**src/design/pcb_pkg.sv**
```systemverilog
// Purpose: shared constants for the proximity card block protocol engine
// Assumes: 32-bit AHB-Lite register bus, one word per register
// Notes:   offsets are byte addresses
package pcb_pkg;

  // ==========================================================
  // register byte offsets
  localparam logic [7:0] OFS_CTRL    = 8'h00;
  localparam logic [7:0] OFS_RXBLK   = 8'h04;
  localparam logic [7:0] OFS_REPLY   = 8'h08;
  localparam logic [7:0] OFS_TXCHAIN = 8'h0C;
  localparam logic [7:0] OFS_SW      = 8'h10;
  localparam logic [7:0] OFS_REQB    = 8'h14;
  localparam logic [7:0] OFS_SYSAFI  = 8'h18;
  localparam logic [7:0] OFS_SIA_LO  = 8'h1C;
  localparam logic [7:0] OFS_SIA_HI  = 8'h20;
  localparam logic [7:0] OFS_PUPI    = 8'h24;
  localparam logic [7:0] OFS_STATUS  = 8'h28;

  // ==========================================================
  // field positions
  localparam int CTRL_ACTIVATE = 0;
  localparam int CTRL_FIELDOFF = 1;
  localparam int CTRL_RPLY_CLR = 2;
  localparam int RX_TYPE_LSB   = 0;
  localparam int RX_TYPE_W     = 3;
  localparam int RX_BN         = 4;
  localparam int RX_CHAIN      = 5;
  localparam int RP_BN         = 4;
  localparam int RP_CHAIN      = 5;
  localparam int RP_VALID      = 8;
  localparam int SW2_LSB       = 0;
  localparam int SW1_LSB       = 8;
  localparam int ST_BN         = 0;
  localparam int ST_RXCHAIN    = 1;
  localparam int ST_TXCHAIN    = 2;
  localparam int ST_STATE_LSB  = 4;

  // ==========================================================
  // received block kinds
  typedef enum logic [2:0] {
    RX_IBLK    = 3'h0,
    RX_RACK    = 3'h1,
    RX_RNAK    = 3'h2,
    RX_SDESEL  = 3'h3,
    RX_INVALID = 3'h4,
    RX_TIMEOUT = 3'h5
  } pcb_rx_e;

  // reply block kinds; waiting-time extension has no code
  typedef enum logic [2:0] {
    RP_NONE   = 3'h0,
    RP_IBLK   = 3'h1,
    RP_RACK   = 3'h2,
    RP_RNAK   = 3'h3,
    RP_SDESEL = 3'h4
  } pcb_rp_e;

  typedef enum logic [1:0] {
    ST_IDLE   = 2'b00,
    ST_ACTIVE = 2'b01,
    ST_DESEL  = 2'b11
  } pcb_state_e;

  // ==========================================================
  // reset values and misc
  localparam logic       BN_INIT     = 1'b1;
  localparam logic [7:0] AFI_ANY     = 8'h00;
  localparam logic [3:0] NIB_ZERO    = 4'h0;
  localparam logic [1:0] HTRANS_NSEQ = 2'b10;
  localparam logic [7:0] SYSAFI_RST  = 8'h00;
  localparam logic [15:0] SW_RST     = 16'h9000;

endpackage : pcb_pkg

```
**src/design/pcb_sys_if.sv**
```systemverilog
// Purpose: carries system-area values and the REQB family check
// Assumes: one owner (top) and one matcher
// Notes:   none
`timescale 1ns/1ps
interface pcb_sys_if;
  logic [7:0]  sys_afi;
  logic [63:0] sia;
  logic [7:0]  reqb_afi;
  logic        afi_match;
  logic [31:0] pupi;

  modport owner   (output sys_afi, output sia, output reqb_afi,
                   input afi_match, input pupi);
  modport matcher (input sys_afi, input sia, input reqb_afi,
                   output afi_match, output pupi);
endinterface : pcb_sys_if

```
**src/design/pcb_afi_match.sv**
```systemverilog
// Purpose: REQB family filter and identifier extraction
// Assumes: inputs are registers on hclk
// Notes:   outputs registered
`timescale 1ns/1ps
module pcb_afi_match (
  input wire logic  hclk,
  input wire logic  hresetn,
  pcb_sys_if.matcher sys
);

  logic [3:0] req_hi;
  logic [3:0] req_lo;
  logic       match_d;
  logic       match_q;
  logic [31:0] pupi_q;

  assign req_hi = sys.reqb_afi[7:4];
  assign req_lo = sys.reqb_afi[3:0];

  // ==========================================================
  // family decision
  always_comb begin
    if (sys.reqb_afi == pcb_pkg::AFI_ANY) begin
      match_d = 1'b1;
    end else if (req_lo == pcb_pkg::NIB_ZERO) begin
      match_d = (req_hi == sys.sys_afi[7:4]);
    end else if (req_hi == pcb_pkg::NIB_ZERO) begin
      match_d = (req_lo == sys.sys_afi[3:0]);
    end else begin
      match_d = (sys.reqb_afi == sys.sys_afi);
    end
  end

  always_ff @(posedge hclk or negedge hresetn) begin
    if (!hresetn) begin
      match_q <= 1'b0;
    end else begin
      match_q <= match_d;
    end
  end

  // ==========================================================
  // identifier from low four bytes
  always_ff @(posedge hclk or negedge hresetn) begin
    if (!hresetn) begin
      pupi_q <= 32'h0000_0000;
    end else begin
      pupi_q <= sys.sia[31:0];
    end
  end

  assign sys.afi_match = match_q;
  assign sys.pupi      = pupi_q;

endmodule : pcb_afi_match

```
**src/design/pcb_block_proto.sv**
```systemverilog
// Purpose: card-side block protocol engine with AHB-Lite registers
// Assumes: software writes each received block descriptor, reads reply
// Notes:   zero wait-state slave, response always OKAY
//
// Behaviour
// - Reader opens every exchange; card replies only to a received block.
// - Received I-block with chaining set is acknowledged with R(ACK).
// - S-blocks come in pairs; card answers an S(DESELECT) only if it is received while active.
// - Invalid block or timeout gives R(NAK), except chaining or deselected.
// - Invalid block or timeout while chaining gives R(ACK).
// - Card never sends S(WTX) instead of I-block or R(ACK).
// - R(ACK) or R(NAK) with equal number makes card resend last I-block.
// - R(NAK) with different number makes card reply R(ACK).
// - Chaining card sends next chained I-block on R(ACK) with other number.
// - Command and response APDUs live wholly in the information field.
// - Response APDU is optional data then status word one, then two.
// - Card family value comes from the stored system area field.
// - REQB family zero is answered whatever the stored value.
// - One zero nibble: answer only if the nonzero nibble matches.
// - Other family values: answer only on whole-byte match.
// - Identifier is low four bytes of the stored identification area.
// - Card block number set to one at each activation.
// - Card toggles block number on receiving an I-block before replying.
// - Toggle on R(ACK) with other number; keep it on R(NAK).
`timescale 1ns/1ps
module pcb_block_proto (
  input  wire logic        hclk,
  input  wire logic        hresetn,
  input  wire logic        hsel,
  input  wire logic [31:0] haddr,
  input  wire logic [1:0]  htrans,
  input  wire logic        hwrite,
  input  wire logic [2:0]  hsize,
  input  wire logic        hready,
  input  wire logic [31:0] hwdata,
  output      logic        hreadyout,
  output      logic        hresp,
  output      logic [31:0] hrdata
);

  pcb_sys_if sys ();

  pcb_afi_match u_match (
    .hclk    (hclk),
    .hresetn (hresetn),
    .sys     (sys.matcher)
  );

  // ==========================================================
  // bus address phase capture
  logic        wr_pend_q;
  logic [7:0]  wr_addr_q;
  logic        acc;
  logic        wr_ctrl;
  logic        wr_rx;
  logic [31:0] rdata_d;
  logic [31:0] rdata_q;

  assign acc = hsel && hready && (htrans == pcb_pkg::HTRANS_NSEQ);

  always_ff @(posedge hclk or negedge hresetn) begin
    if (!hresetn) begin
      wr_pend_q <= 1'b0;
      wr_addr_q <= 8'h00;
    end else begin
      wr_pend_q <= acc && hwrite;
      wr_addr_q <= haddr[7:0];
    end
  end

  assign wr_ctrl = wr_pend_q && (wr_addr_q == pcb_pkg::OFS_CTRL);
  assign wr_rx   = wr_pend_q && (wr_addr_q == pcb_pkg::OFS_RXBLK);

  // ==========================================================
  // software-held registers
  logic        txchain_q;
  logic [15:0] sw_q;
  logic [7:0]  reqb_q;
  logic [7:0]  sysafi_q;
  logic [63:0] sia_q;

  always_ff @(posedge hclk or negedge hresetn) begin
    if (!hresetn) begin
      txchain_q <= 1'b0;
      sw_q      <= pcb_pkg::SW_RST;
      reqb_q    <= 8'h00;
      sysafi_q  <= pcb_pkg::SYSAFI_RST;
      sia_q     <= 64'h0000_0000_0000_0000;
    end else if (wr_pend_q) begin
      case (wr_addr_q)
        pcb_pkg::OFS_TXCHAIN: txchain_q <= hwdata[0];
        pcb_pkg::OFS_SW:      sw_q      <= hwdata[15:0];
        pcb_pkg::OFS_REQB:    reqb_q    <= hwdata[7:0];
        pcb_pkg::OFS_SYSAFI:  sysafi_q  <= hwdata[7:0];
        pcb_pkg::OFS_SIA_LO:  sia_q[31:0]  <= hwdata;
        pcb_pkg::OFS_SIA_HI:  sia_q[63:32] <= hwdata;
        default: ;
      endcase
    end
  end

  assign sys.sys_afi  = sysafi_q;
  assign sys.sia      = sia_q;
  assign sys.reqb_afi = reqb_q;

  // ==========================================================
  // protocol state
  pcb_pkg::pcb_state_e state_q;
  pcb_pkg::pcb_rx_e    rx_kind;
  logic                rx_bn;
  logic                rx_chain;
  logic                bn_q;
  logic                rxchain_q;
  logic                sending_q;
  logic                bn_eq;
  logic                live;

  assign rx_kind  = pcb_pkg::pcb_rx_e'(hwdata[pcb_pkg::RX_TYPE_LSB +: pcb_pkg::RX_TYPE_W]);
  assign rx_bn    = hwdata[pcb_pkg::RX_BN];
  assign rx_chain = hwdata[pcb_pkg::RX_CHAIN];
  assign bn_eq    = (rx_bn == bn_q);
  assign live     = wr_rx && (state_q == pcb_pkg::ST_ACTIVE);

  always_ff @(posedge hclk or negedge hresetn) begin
    if (!hresetn) begin
      state_q <= pcb_pkg::ST_IDLE;
    end else if (wr_ctrl && hwdata[pcb_pkg::CTRL_FIELDOFF]) begin
      state_q <= pcb_pkg::ST_IDLE;
    end else if (wr_ctrl && hwdata[pcb_pkg::CTRL_ACTIVATE]) begin
      state_q <= pcb_pkg::ST_ACTIVE;
    end else if (live && rx_kind == pcb_pkg::RX_SDESEL) begin
      state_q <= pcb_pkg::ST_DESEL;
    end
  end

  // block number
  always_ff @(posedge hclk or negedge hresetn) begin
    if (!hresetn) begin
      bn_q <= pcb_pkg::BN_INIT;
    end else if (wr_ctrl && hwdata[pcb_pkg::CTRL_ACTIVATE]) begin
      bn_q <= pcb_pkg::BN_INIT;
    end else if (live && rx_kind == pcb_pkg::RX_IBLK) begin
      bn_q <= ~bn_q;
    end else if (live && rx_kind == pcb_pkg::RX_RACK && !bn_eq) begin
      bn_q <= ~bn_q;
    end
  end

  // chaining flags: receive side and send side
  always_ff @(posedge hclk or negedge hresetn) begin
    if (!hresetn) begin
      rxchain_q <= 1'b0;
      sending_q <= 1'b0;
    end else if (wr_ctrl && hwdata[pcb_pkg::CTRL_ACTIVATE]) begin
      rxchain_q <= 1'b0;
      sending_q <= 1'b0;
    end else if (live) begin
      case (rx_kind)
        pcb_pkg::RX_IBLK: begin
          rxchain_q <= rx_chain;
          sending_q <= !rx_chain && txchain_q;
        end
        pcb_pkg::RX_RACK: begin
          if (!bn_eq) begin
            sending_q <= sending_q && txchain_q;
          end
        end
        default: ;
      endcase
    end
  end

  // ==========================================================
  // reply decision
  pcb_pkg::pcb_rp_e rp_kind_d;
  logic             rp_chain_d;
  pcb_pkg::pcb_rp_e rp_kind_q;
  logic             rp_bn_q;
  logic             rp_chain_q;
  logic             rp_valid_q;
  logic             chaining;

  assign chaining = rxchain_q || sending_q;

  always_comb begin
    rp_kind_d  = pcb_pkg::RP_NONE;
    rp_chain_d = 1'b0;
    case (rx_kind)
      pcb_pkg::RX_IBLK: begin
        if (rx_chain) begin
          rp_kind_d = pcb_pkg::RP_RACK;
        end else begin
          rp_kind_d  = pcb_pkg::RP_IBLK;
          rp_chain_d = txchain_q;
        end
      end
      pcb_pkg::RX_RACK: begin
        rp_kind_d = pcb_pkg::RP_IBLK;
        if (!bn_eq) begin
          rp_chain_d = sending_q && txchain_q;
        end else begin
          rp_chain_d = sending_q;
        end
      end
      pcb_pkg::RX_RNAK: begin
        if (bn_eq) begin
          rp_kind_d  = pcb_pkg::RP_IBLK;
          rp_chain_d = sending_q;
        end else begin
          rp_kind_d = pcb_pkg::RP_RACK;
        end
      end
      pcb_pkg::RX_SDESEL: rp_kind_d = pcb_pkg::RP_SDESEL;
      pcb_pkg::RX_INVALID,
      pcb_pkg::RX_TIMEOUT: begin
        if (chaining) begin
          rp_kind_d = pcb_pkg::RP_RACK;
        end else begin
          rp_kind_d = pcb_pkg::RP_RNAK;
        end
      end
      default: rp_kind_d = pcb_pkg::RP_NONE;
    endcase
  end

  // reply register; a new reply wins over a clear in the same cycle
  always_ff @(posedge hclk or negedge hresetn) begin
    if (!hresetn) begin
      rp_kind_q  <= pcb_pkg::RP_NONE;
      rp_bn_q    <= 1'b0;
      rp_chain_q <= 1'b0;
      rp_valid_q <= 1'b0;
    end else if (live && rp_kind_d != pcb_pkg::RP_NONE) begin
      rp_kind_q  <= rp_kind_d;
      rp_bn_q    <= (rx_kind == pcb_pkg::RX_IBLK || (rx_kind == pcb_pkg::RX_RACK && !bn_eq))
                    ? ~bn_q : bn_q;
      rp_chain_q <= rp_chain_d;
      rp_valid_q <= 1'b1;
    end else if (wr_ctrl && (hwdata[pcb_pkg::CTRL_RPLY_CLR] || hwdata[pcb_pkg::CTRL_ACTIVATE])) begin
      rp_valid_q <= 1'b0;
    end
  end

  // ==========================================================
  // read path, data registered in the address phase
  always_comb begin
    rdata_d = 32'h0000_0000;
    case (haddr[7:0])
      pcb_pkg::OFS_REPLY: begin
        rdata_d[2:0]                = rp_kind_q;
        rdata_d[pcb_pkg::RP_BN]     = rp_bn_q;
        rdata_d[pcb_pkg::RP_CHAIN]  = rp_chain_q;
        rdata_d[pcb_pkg::RP_VALID]  = rp_valid_q;
      end
      pcb_pkg::OFS_TXCHAIN: rdata_d[0] = txchain_q;
      pcb_pkg::OFS_SW:      rdata_d[15:0] = sw_q;
      pcb_pkg::OFS_REQB:    rdata_d = {23'h000000, sys.afi_match, reqb_q};
      pcb_pkg::OFS_SYSAFI:  rdata_d[7:0] = sysafi_q;
      pcb_pkg::OFS_SIA_LO:  rdata_d = sia_q[31:0];
      pcb_pkg::OFS_SIA_HI:  rdata_d = sia_q[63:32];
      pcb_pkg::OFS_PUPI:    rdata_d = sys.pupi;
      pcb_pkg::OFS_STATUS: begin
        rdata_d[pcb_pkg::ST_BN]      = bn_q;
        rdata_d[pcb_pkg::ST_RXCHAIN] = rxchain_q;
        rdata_d[pcb_pkg::ST_TXCHAIN] = sending_q;
        rdata_d[pcb_pkg::ST_STATE_LSB +: 2] = state_q;
      end
      default: rdata_d = 32'h0000_0000;
    endcase
  end

  always_ff @(posedge hclk or negedge hresetn) begin
    if (!hresetn) begin
      rdata_q <= 32'h0000_0000;
    end else if (acc && !hwrite) begin
      rdata_q <= rdata_d;
    end
  end

  assign hrdata    = rdata_q;
  assign hreadyout = 1'b1;
  assign hresp     = 1'b0;

endmodule : pcb_block_proto

```
**config.mk**
```make
export PLATFORM = sky130hd
export DESIGN_NAME = pcb_block_proto
export DESIGN_NICKNAME = d
export VERILOG_FILES = /design/src/design/pcb_pkg.sv /design/src/design/pcb_sys_if.sv /design/src/design/pcb_afi_match.sv /design/src/design/pcb_block_proto.sv
export SDC_FILE = /design/constraint.sdc
export NUM_CORES = 1
export LEC_CHECK = 0
export ABC_AREA = 1
export BUFFER_PORTS_ARGS = -buffer_cell sky130_fd_sc_hd__buf_2
export CORE_MARGIN = 2
export CORE_UTILIZATION = 54
export CTS_BUF_LIST = sky130_fd_sc_hd__clkbuf_8
export CTS_CLUSTER_DIAMETER = 30
export DETAILED_ROUTE_END_ITERATION = 7
export PLACE_DENSITY = 0.79
export SLEW_MARGIN = 20
export SYNTH_ARGS = -nofsm -noshare
export SYNTH_HDL_FRONTEND = slang
export SYNTH_HIERARCHICAL = 1
export SYNTH_SLANG_ARGS = --single-unit
```
**constraint.sdc**
```tcl
create_clock -name hclk -period 1.4 [get_ports hclk]
set_input_delay 0.35 -clock hclk [delete_from_list [all_inputs] [get_ports hclk]]
set_output_delay 0.35 -clock hclk [all_outputs]
set_load 0.01 [all_outputs]
```
### Word-level counts from Yosys, hierarchy flattened

Index checks and enable logic that the tools add are counted.

* $add $sub $neg: 0
* multiplexer cells: 34
* shift operators: 0
* reduce and logical (&&, ||, !) cells: 45
* bitwise gates (word level): 1
* eq/ne operators: 27
* divide/modulo/power cells: 0
* order comparisons: 0
* multiply operators: 0

Operator list (number)
* $eq A8 B5 Y1 const B: 8
* $pmux W16 S3: 1
* $eq A8 B6 Y1 const B: 4
* $pmux W2 S8: 2
* $pmux W7 S4: 1
* $eq A8 B4 Y1 const B: 3
* $logic_and A1 B1 Y1: 18
* $mux W1: 18
* $logic_not A8 Y1: 2
* $reduce_and A2 Y1: 8
* $pmux W3 S5: 1
* $pmux W1 S6: 2
* $pmux W2 S6: 1
* $reduce_bool A3 Y1: 4
* $mux W2: 5
* $pmux W1 S9: 1
* $eq A4 B4 Y1: 2
* $eq A8 B3 Y1 const B: 1
* $eq A8 B8 Y1: 1
* $logic_not A4 Y1: 2
* $eq A3 B2 Y1 const B: 2
* $eq A3 B3 Y1 const B: 2
* $reduce_bool A2 Y1: 3
* $eq A3 B1 Y1 const B: 1
* other kinds (10): 14

* input bits: 74
* bits in latches: 0
* output and inout bits: 34
* memory bits (read-only): 0
* bits in writable memories: 0
* memories: 0
* register bits after elaboration: 182

### Longest topological paths before layout

* depth in word-level cells: 8
* mapped depth: 10
* mapped depth without buffers: 9

### Cells and area by module

Netlist, hierarchy kept.

By module, submodules not included
* pcb_block_proto: times used 1, area an instance 6887.9 um2, cells an instance 871
* pcb_afi_match: times used 1, area an instance 1026.0 um2, cells an instance 85

### Worst setup path before layout

OpenSTA, ideal clock, no wires.

* path kind: reg2reg
* start: register wr_addr_q[7]
* end: register rp_kind_q[1]
* data arrival time: 1.177 ns
* data required time: 1.256 ns
* buffers on the path: 0
* clock period less this slack: 1.321 ns
* slack: 0.079 ns
* setup time: 0.144 ns
* cell stages (with the launch flop): 7
* path through: dfrtp_1 -> nor2_4 -> nand3_1 -> nor2_1 -> o2111ai_1 -> nand2_1 -> o21ai_0

* word-level cells in the longest chain between the ends: 4

RTL lines
* start: declaration: RTL line pcb_block_proto.sv:52 `logic [7:0] wr_addr_q;`
* start signal: assignment: RTL line pcb_block_proto.sv:67 `wr_addr_q <= haddr[7:0];`
* $eq A8 B3 Y1: RTL line pcb_block_proto.sv:72 `assign wr_rx = wr_pend_q && (wr_addr_q == pcb_pkg::OFS_RXBLK);`
* $logic_and A1 B1 Y1: RTL line pcb_block_proto.sv:72
* $logic_and A1 B1 Y1: RTL line pcb_block_proto.sv:122 `assign live = wr_rx && (state_q == pcb_pkg::ST_ACTIVE);`
* $logic_and A1 B1 Y1: RTL line pcb_block_proto.sv:233 `end else if (live && rp_kind_d != pcb_pkg::RP_NONE) begin`
* end signal: assignment: RTL line pcb_block_proto.sv:229 `rp_kind_q <= pcb_pkg::RP_NONE;`
* end signal: assignment: RTL line pcb_block_proto.sv:234 `rp_kind_q <= rp_kind_d;`
* end: declaration: RTL line pcb_block_proto.sv:177 `pcb_pkg::pcb_rp_e rp_kind_q;`

Every way passes these cells.
A chain may end at the register's enable or synchronous reset.

### Final worst setup path

* start: register wr_addr_q[1]
* end: register sia_q[37]

* word-level cells in the longest chain between the ends: 2

RTL lines
* $eq A8 B6 Y1: RTL line pcb_block_proto.sv:90 `case (wr_addr_q)`
* $reduce_and A2 Y1 (no source line)
* end signal: assignment: RTL line pcb_block_proto.sv:96 `pcb_pkg::OFS_SIA_HI: sia_q[63:32] <= hwdata;`
* end: declaration: RTL line pcb_block_proto.sv:80 `logic [63:0] sia_q;`

Every way passes these cells.

==> impl_metrics.toml <==
[run_status]
status = "complete, but fails checks"
violations = "negative setup slack"

[grt]
grt_max_degree = 65
grt_use_met1_pct = 33.4
grt_busiest_layer = "met2"
grt_pass1_wl_um = 31500
use_met3_pct = 3.89
track_usage_pct = 24.9
grt.met2_usage_pct = 41.7
antenna_found_initial = 0
grt.overflow.total = 0
grt_pass1_vias = 6533

[floorplan]
die_area_sq_um = 15600
pin_count = 108
die_h_um = 125
num_rows = 44
dieWidth_um = 125
initial_utilization_pct = 54.9
core_sq_um = 14400

[final_layout]
regArea_sq_um = 4560
syn_to_final_growth_pct = 22.7
diodes = 0
drive_gt1_share_pct = 20.1
fill_cells = 1165
multi_input_area_sq_um = 2850
nets = 1172
design_area_sq_um = 9710
final_util_pct = 67.3

[timing]
finalHoldViolCount = 0
fmax_ghz = 0.673
rsz0062_at_grt = "yes"
drv_slew = 0
setup_viol = 81
timing.final.crit_share_pct = 106
fin_skew_ps = 14.7
layout_min_cycle_time_ps = 1490
fin_ws_ps = -85.3

[routing]
avgRoutedWirePerCell_um = 15.6
vias = 6894
ant_nets = 0
wirelength_um = 20200
drc_errors = 0
dr.pass1.iters = 5
drtIter0Drc = 669
viasPerCell = 5.32

[pwr]
seq_power_share_pct = 56.2
intPower_mw = 7.11
switching_share_pct = 26.0
clkPwrFrac_pct = 36.8
p_switching_mw = 2.50
max-vdd-ir-drop_uv = 639
pwr_density_cell_nw_per_um2 = 989
comb_power_share_pct = 6.9
cellLeakagePower_nw = 5.34

[setup_path]
crit_chain = "nor2_4, nand3_2, nor2_4, nand4_4, buf_12, nand2_1, o21ai_0"
worst-path-buf-inv = 1
critPathTopFamily = "simple AND/OR/NAND/NOR gates"
crit_type = "reg2reg"
slowest_delay_ps = 410
cp_slowest_cell = "dfrtp_1"
worst_r2r_path_depth = 7
cp_max_fo = 64
crit_required_ps = 1750
rrSetupSlack_ps = -90
timing.rr.start = "wr_addr_q[1]"
cpMostUsedCell = "nor2_4"
rr_endpoint = "sia_q[37]"
setup.worst_path.start_class = "flip-flop"
cp_data_arrival_time_ps = 1840
end_kind = "flip-flop"

[clocking]
clk_pin_slew_worst_paths_ps = 100
cts_tree = "built"
cts_buffers = 17
insertion_delay_ps = 470
cts_sinks = 182
cts-root-buf = "clkbuf_8"
clock_path_buffers = 2
cts-htree-levels = 4

[synthesis]
ys.flop_type = "dfrtp_1"
synth_edf_count = 0
synth-seq-cells = 182
ys.warnings.count = 6
synthCells = 956
avgSynthCellArea_sq_um = 8.28
ys_types = 34
ys_seq_area_share_pct = 57.6
syn-num-nets = 1030
synth-async-reset-ratio_pct = 100
syn_area_sq_um = 7910

[worst_hold_path]
hold_end = "wr_addr_q[0]"
hold_path_depth = 2
hp-start = "haddr[0]"
hold_path_class = "in2reg"

[placed_design]
dp_hpwl_um = 12600
place_ws_ps = -197
gp_congestion = 0.902
port_buffers = 78
placed_area_sq_um = 9040

[run]
drv_cap = 0
-- cell type report --
type	instances	area share, %
well taps	184	2.37
multi-input cells	643	29.3
clock inverters	15	1.66
clock buffers	17	2.41
repair buffers	162	13.8
flip-flops and latches	182	46.9
inverters	92	3.56
-- cell usage in the layout (no fill, tap or decap), types with 3 or more instances in the layout --
master	Yosys	routed
nand2_1	358	356
dfrtp_1	179	179
inv_1	83	83
nand3_1	78	76
buf_2	23	76
o21ai_0	78	58
buf_4	6	57
o21ai_1	32	52
nor2_1	49	46
clkbuf_8	0	17
buf_12	0	17
nand4_1	10	10
inv_2	8	9
nor2_2	5	6
nor2_4	3	5
a21oi_1	5	5
inv_6	0	5
dlygate4sd3_1	0	5
nor3_1	4	4
or2_2	4	4
inv_8	0	4
clkbuf_16	0	4
nand3_2	2	3
a21boi_1	3	3
dfstp_2	3	3
-- stage by stage --
step / TNS (ps) / cells / total power, mW / hold WS (ps)
3_3_place_gp: -5010 / 1244 / 6.13 / 256
4_1_cts: -161 / 1281 / 9.63 / 75.1
5_1_grt: -14000 / 1295 / 9.98 / 81.2
6_report: -4280 / 1295 / 9.61 / 95.7
3_5_place_dp: -5980 / 1244 / 6.15 / 256
2_1_floorplan: 0 / 956 / 5.75 / 54.4
-- worst max-delay path by stage --
stage            startpoint           end  slack [ps]  depth (start not counted)
2_1_floorplan  wr_addr_q[7]  rp_kind_q[1]          80                          6
3_3_place_gp       haddr[0]    hrdata[28]        -180                         11
3_5_place_dp       haddr[0]    hrdata[26]        -200                         11
4_1_cts        wr_addr_q[1]     sia_q[56]         -20                          7
5_1_grt        wr_addr_q[1]     sia_q[24]        -210                          7
6_report       wr_addr_q[1]     sia_q[37]         -90                          7
-- sequential cells by signal, indices dropped and copies added, names as in the netlist, 2 cells and up --
signal,count
sys.sys_afi,8
sia_q,64
u_match/sys.pupi,32
rp_kind_q,3
sw_q,16
reqb_q,8
hrdata,32
wr_addr_q,8
state_q,2
-- timing repair --
item | 4_1_cts | 5_1_grt
setup buffers | 0 | 9
cloned | 0 | 5
hold endpoints to repair | 25 | 0
endpoints found under the setup margin | 49 | 112
hold buffers | 5 | 0
gates resized for setup | 4 | 30
-- power by group through the flow --
stage / logic [mW] / clock network, mW / registers, mW
after global placement: 0.628 / 0 / 5.50
after detailed placement: 0.640 / 0 / 5.51
after CTS: 0.654 / 3.58 / 5.40
after global routing: 0.744 / 3.82 / 5.42
final: 0.664 / 3.54 / 5.41
after floorplan: 0.235 / 0 / 5.52
-- Yosys cell counts (3+ instances only) --
library cell,count,area [sq um]
a21boi_1,3,22.5
a21oi_1,5,25.0
buf_2,23,115
buf_4,6,45.0
clkbuf_1,7,26.3
dfrtp_1,179,4480
dfstp_2,3,78.8
inv_1,83,312
inv_2,8,30.0
nand2_1,358,1340
nand3_1,78,390
nand4_1,10,62.6
nor2_1,49,184
nor2_2,5,31.3
nor2_4,3,33.8
nor3_1,4,20.0
o21ai_0,78,390
o21ai_1,32,160
or2_2,4,25.0
-- routing by layer --
metal  wire, um  share of wire [%]  vias to the layer above
li1           -                  -                     3297
met1       8580                 42                     3329
met2      10000                 50                      224
met3       1060                5.3                       44
met4        559                2.8                        0
met5          0                  0                        -
-- logic make-up after synthesis --
family	count (synthesis)	synth area share, %
compound gates	122	7.94
xor+xnor	1	0.111
buf+inv	131	6.99
flops	182	57.6
other cells	2	0.0949
simple gates	518	27.3
No activity file was read; power rests on OpenSTA's default activity.
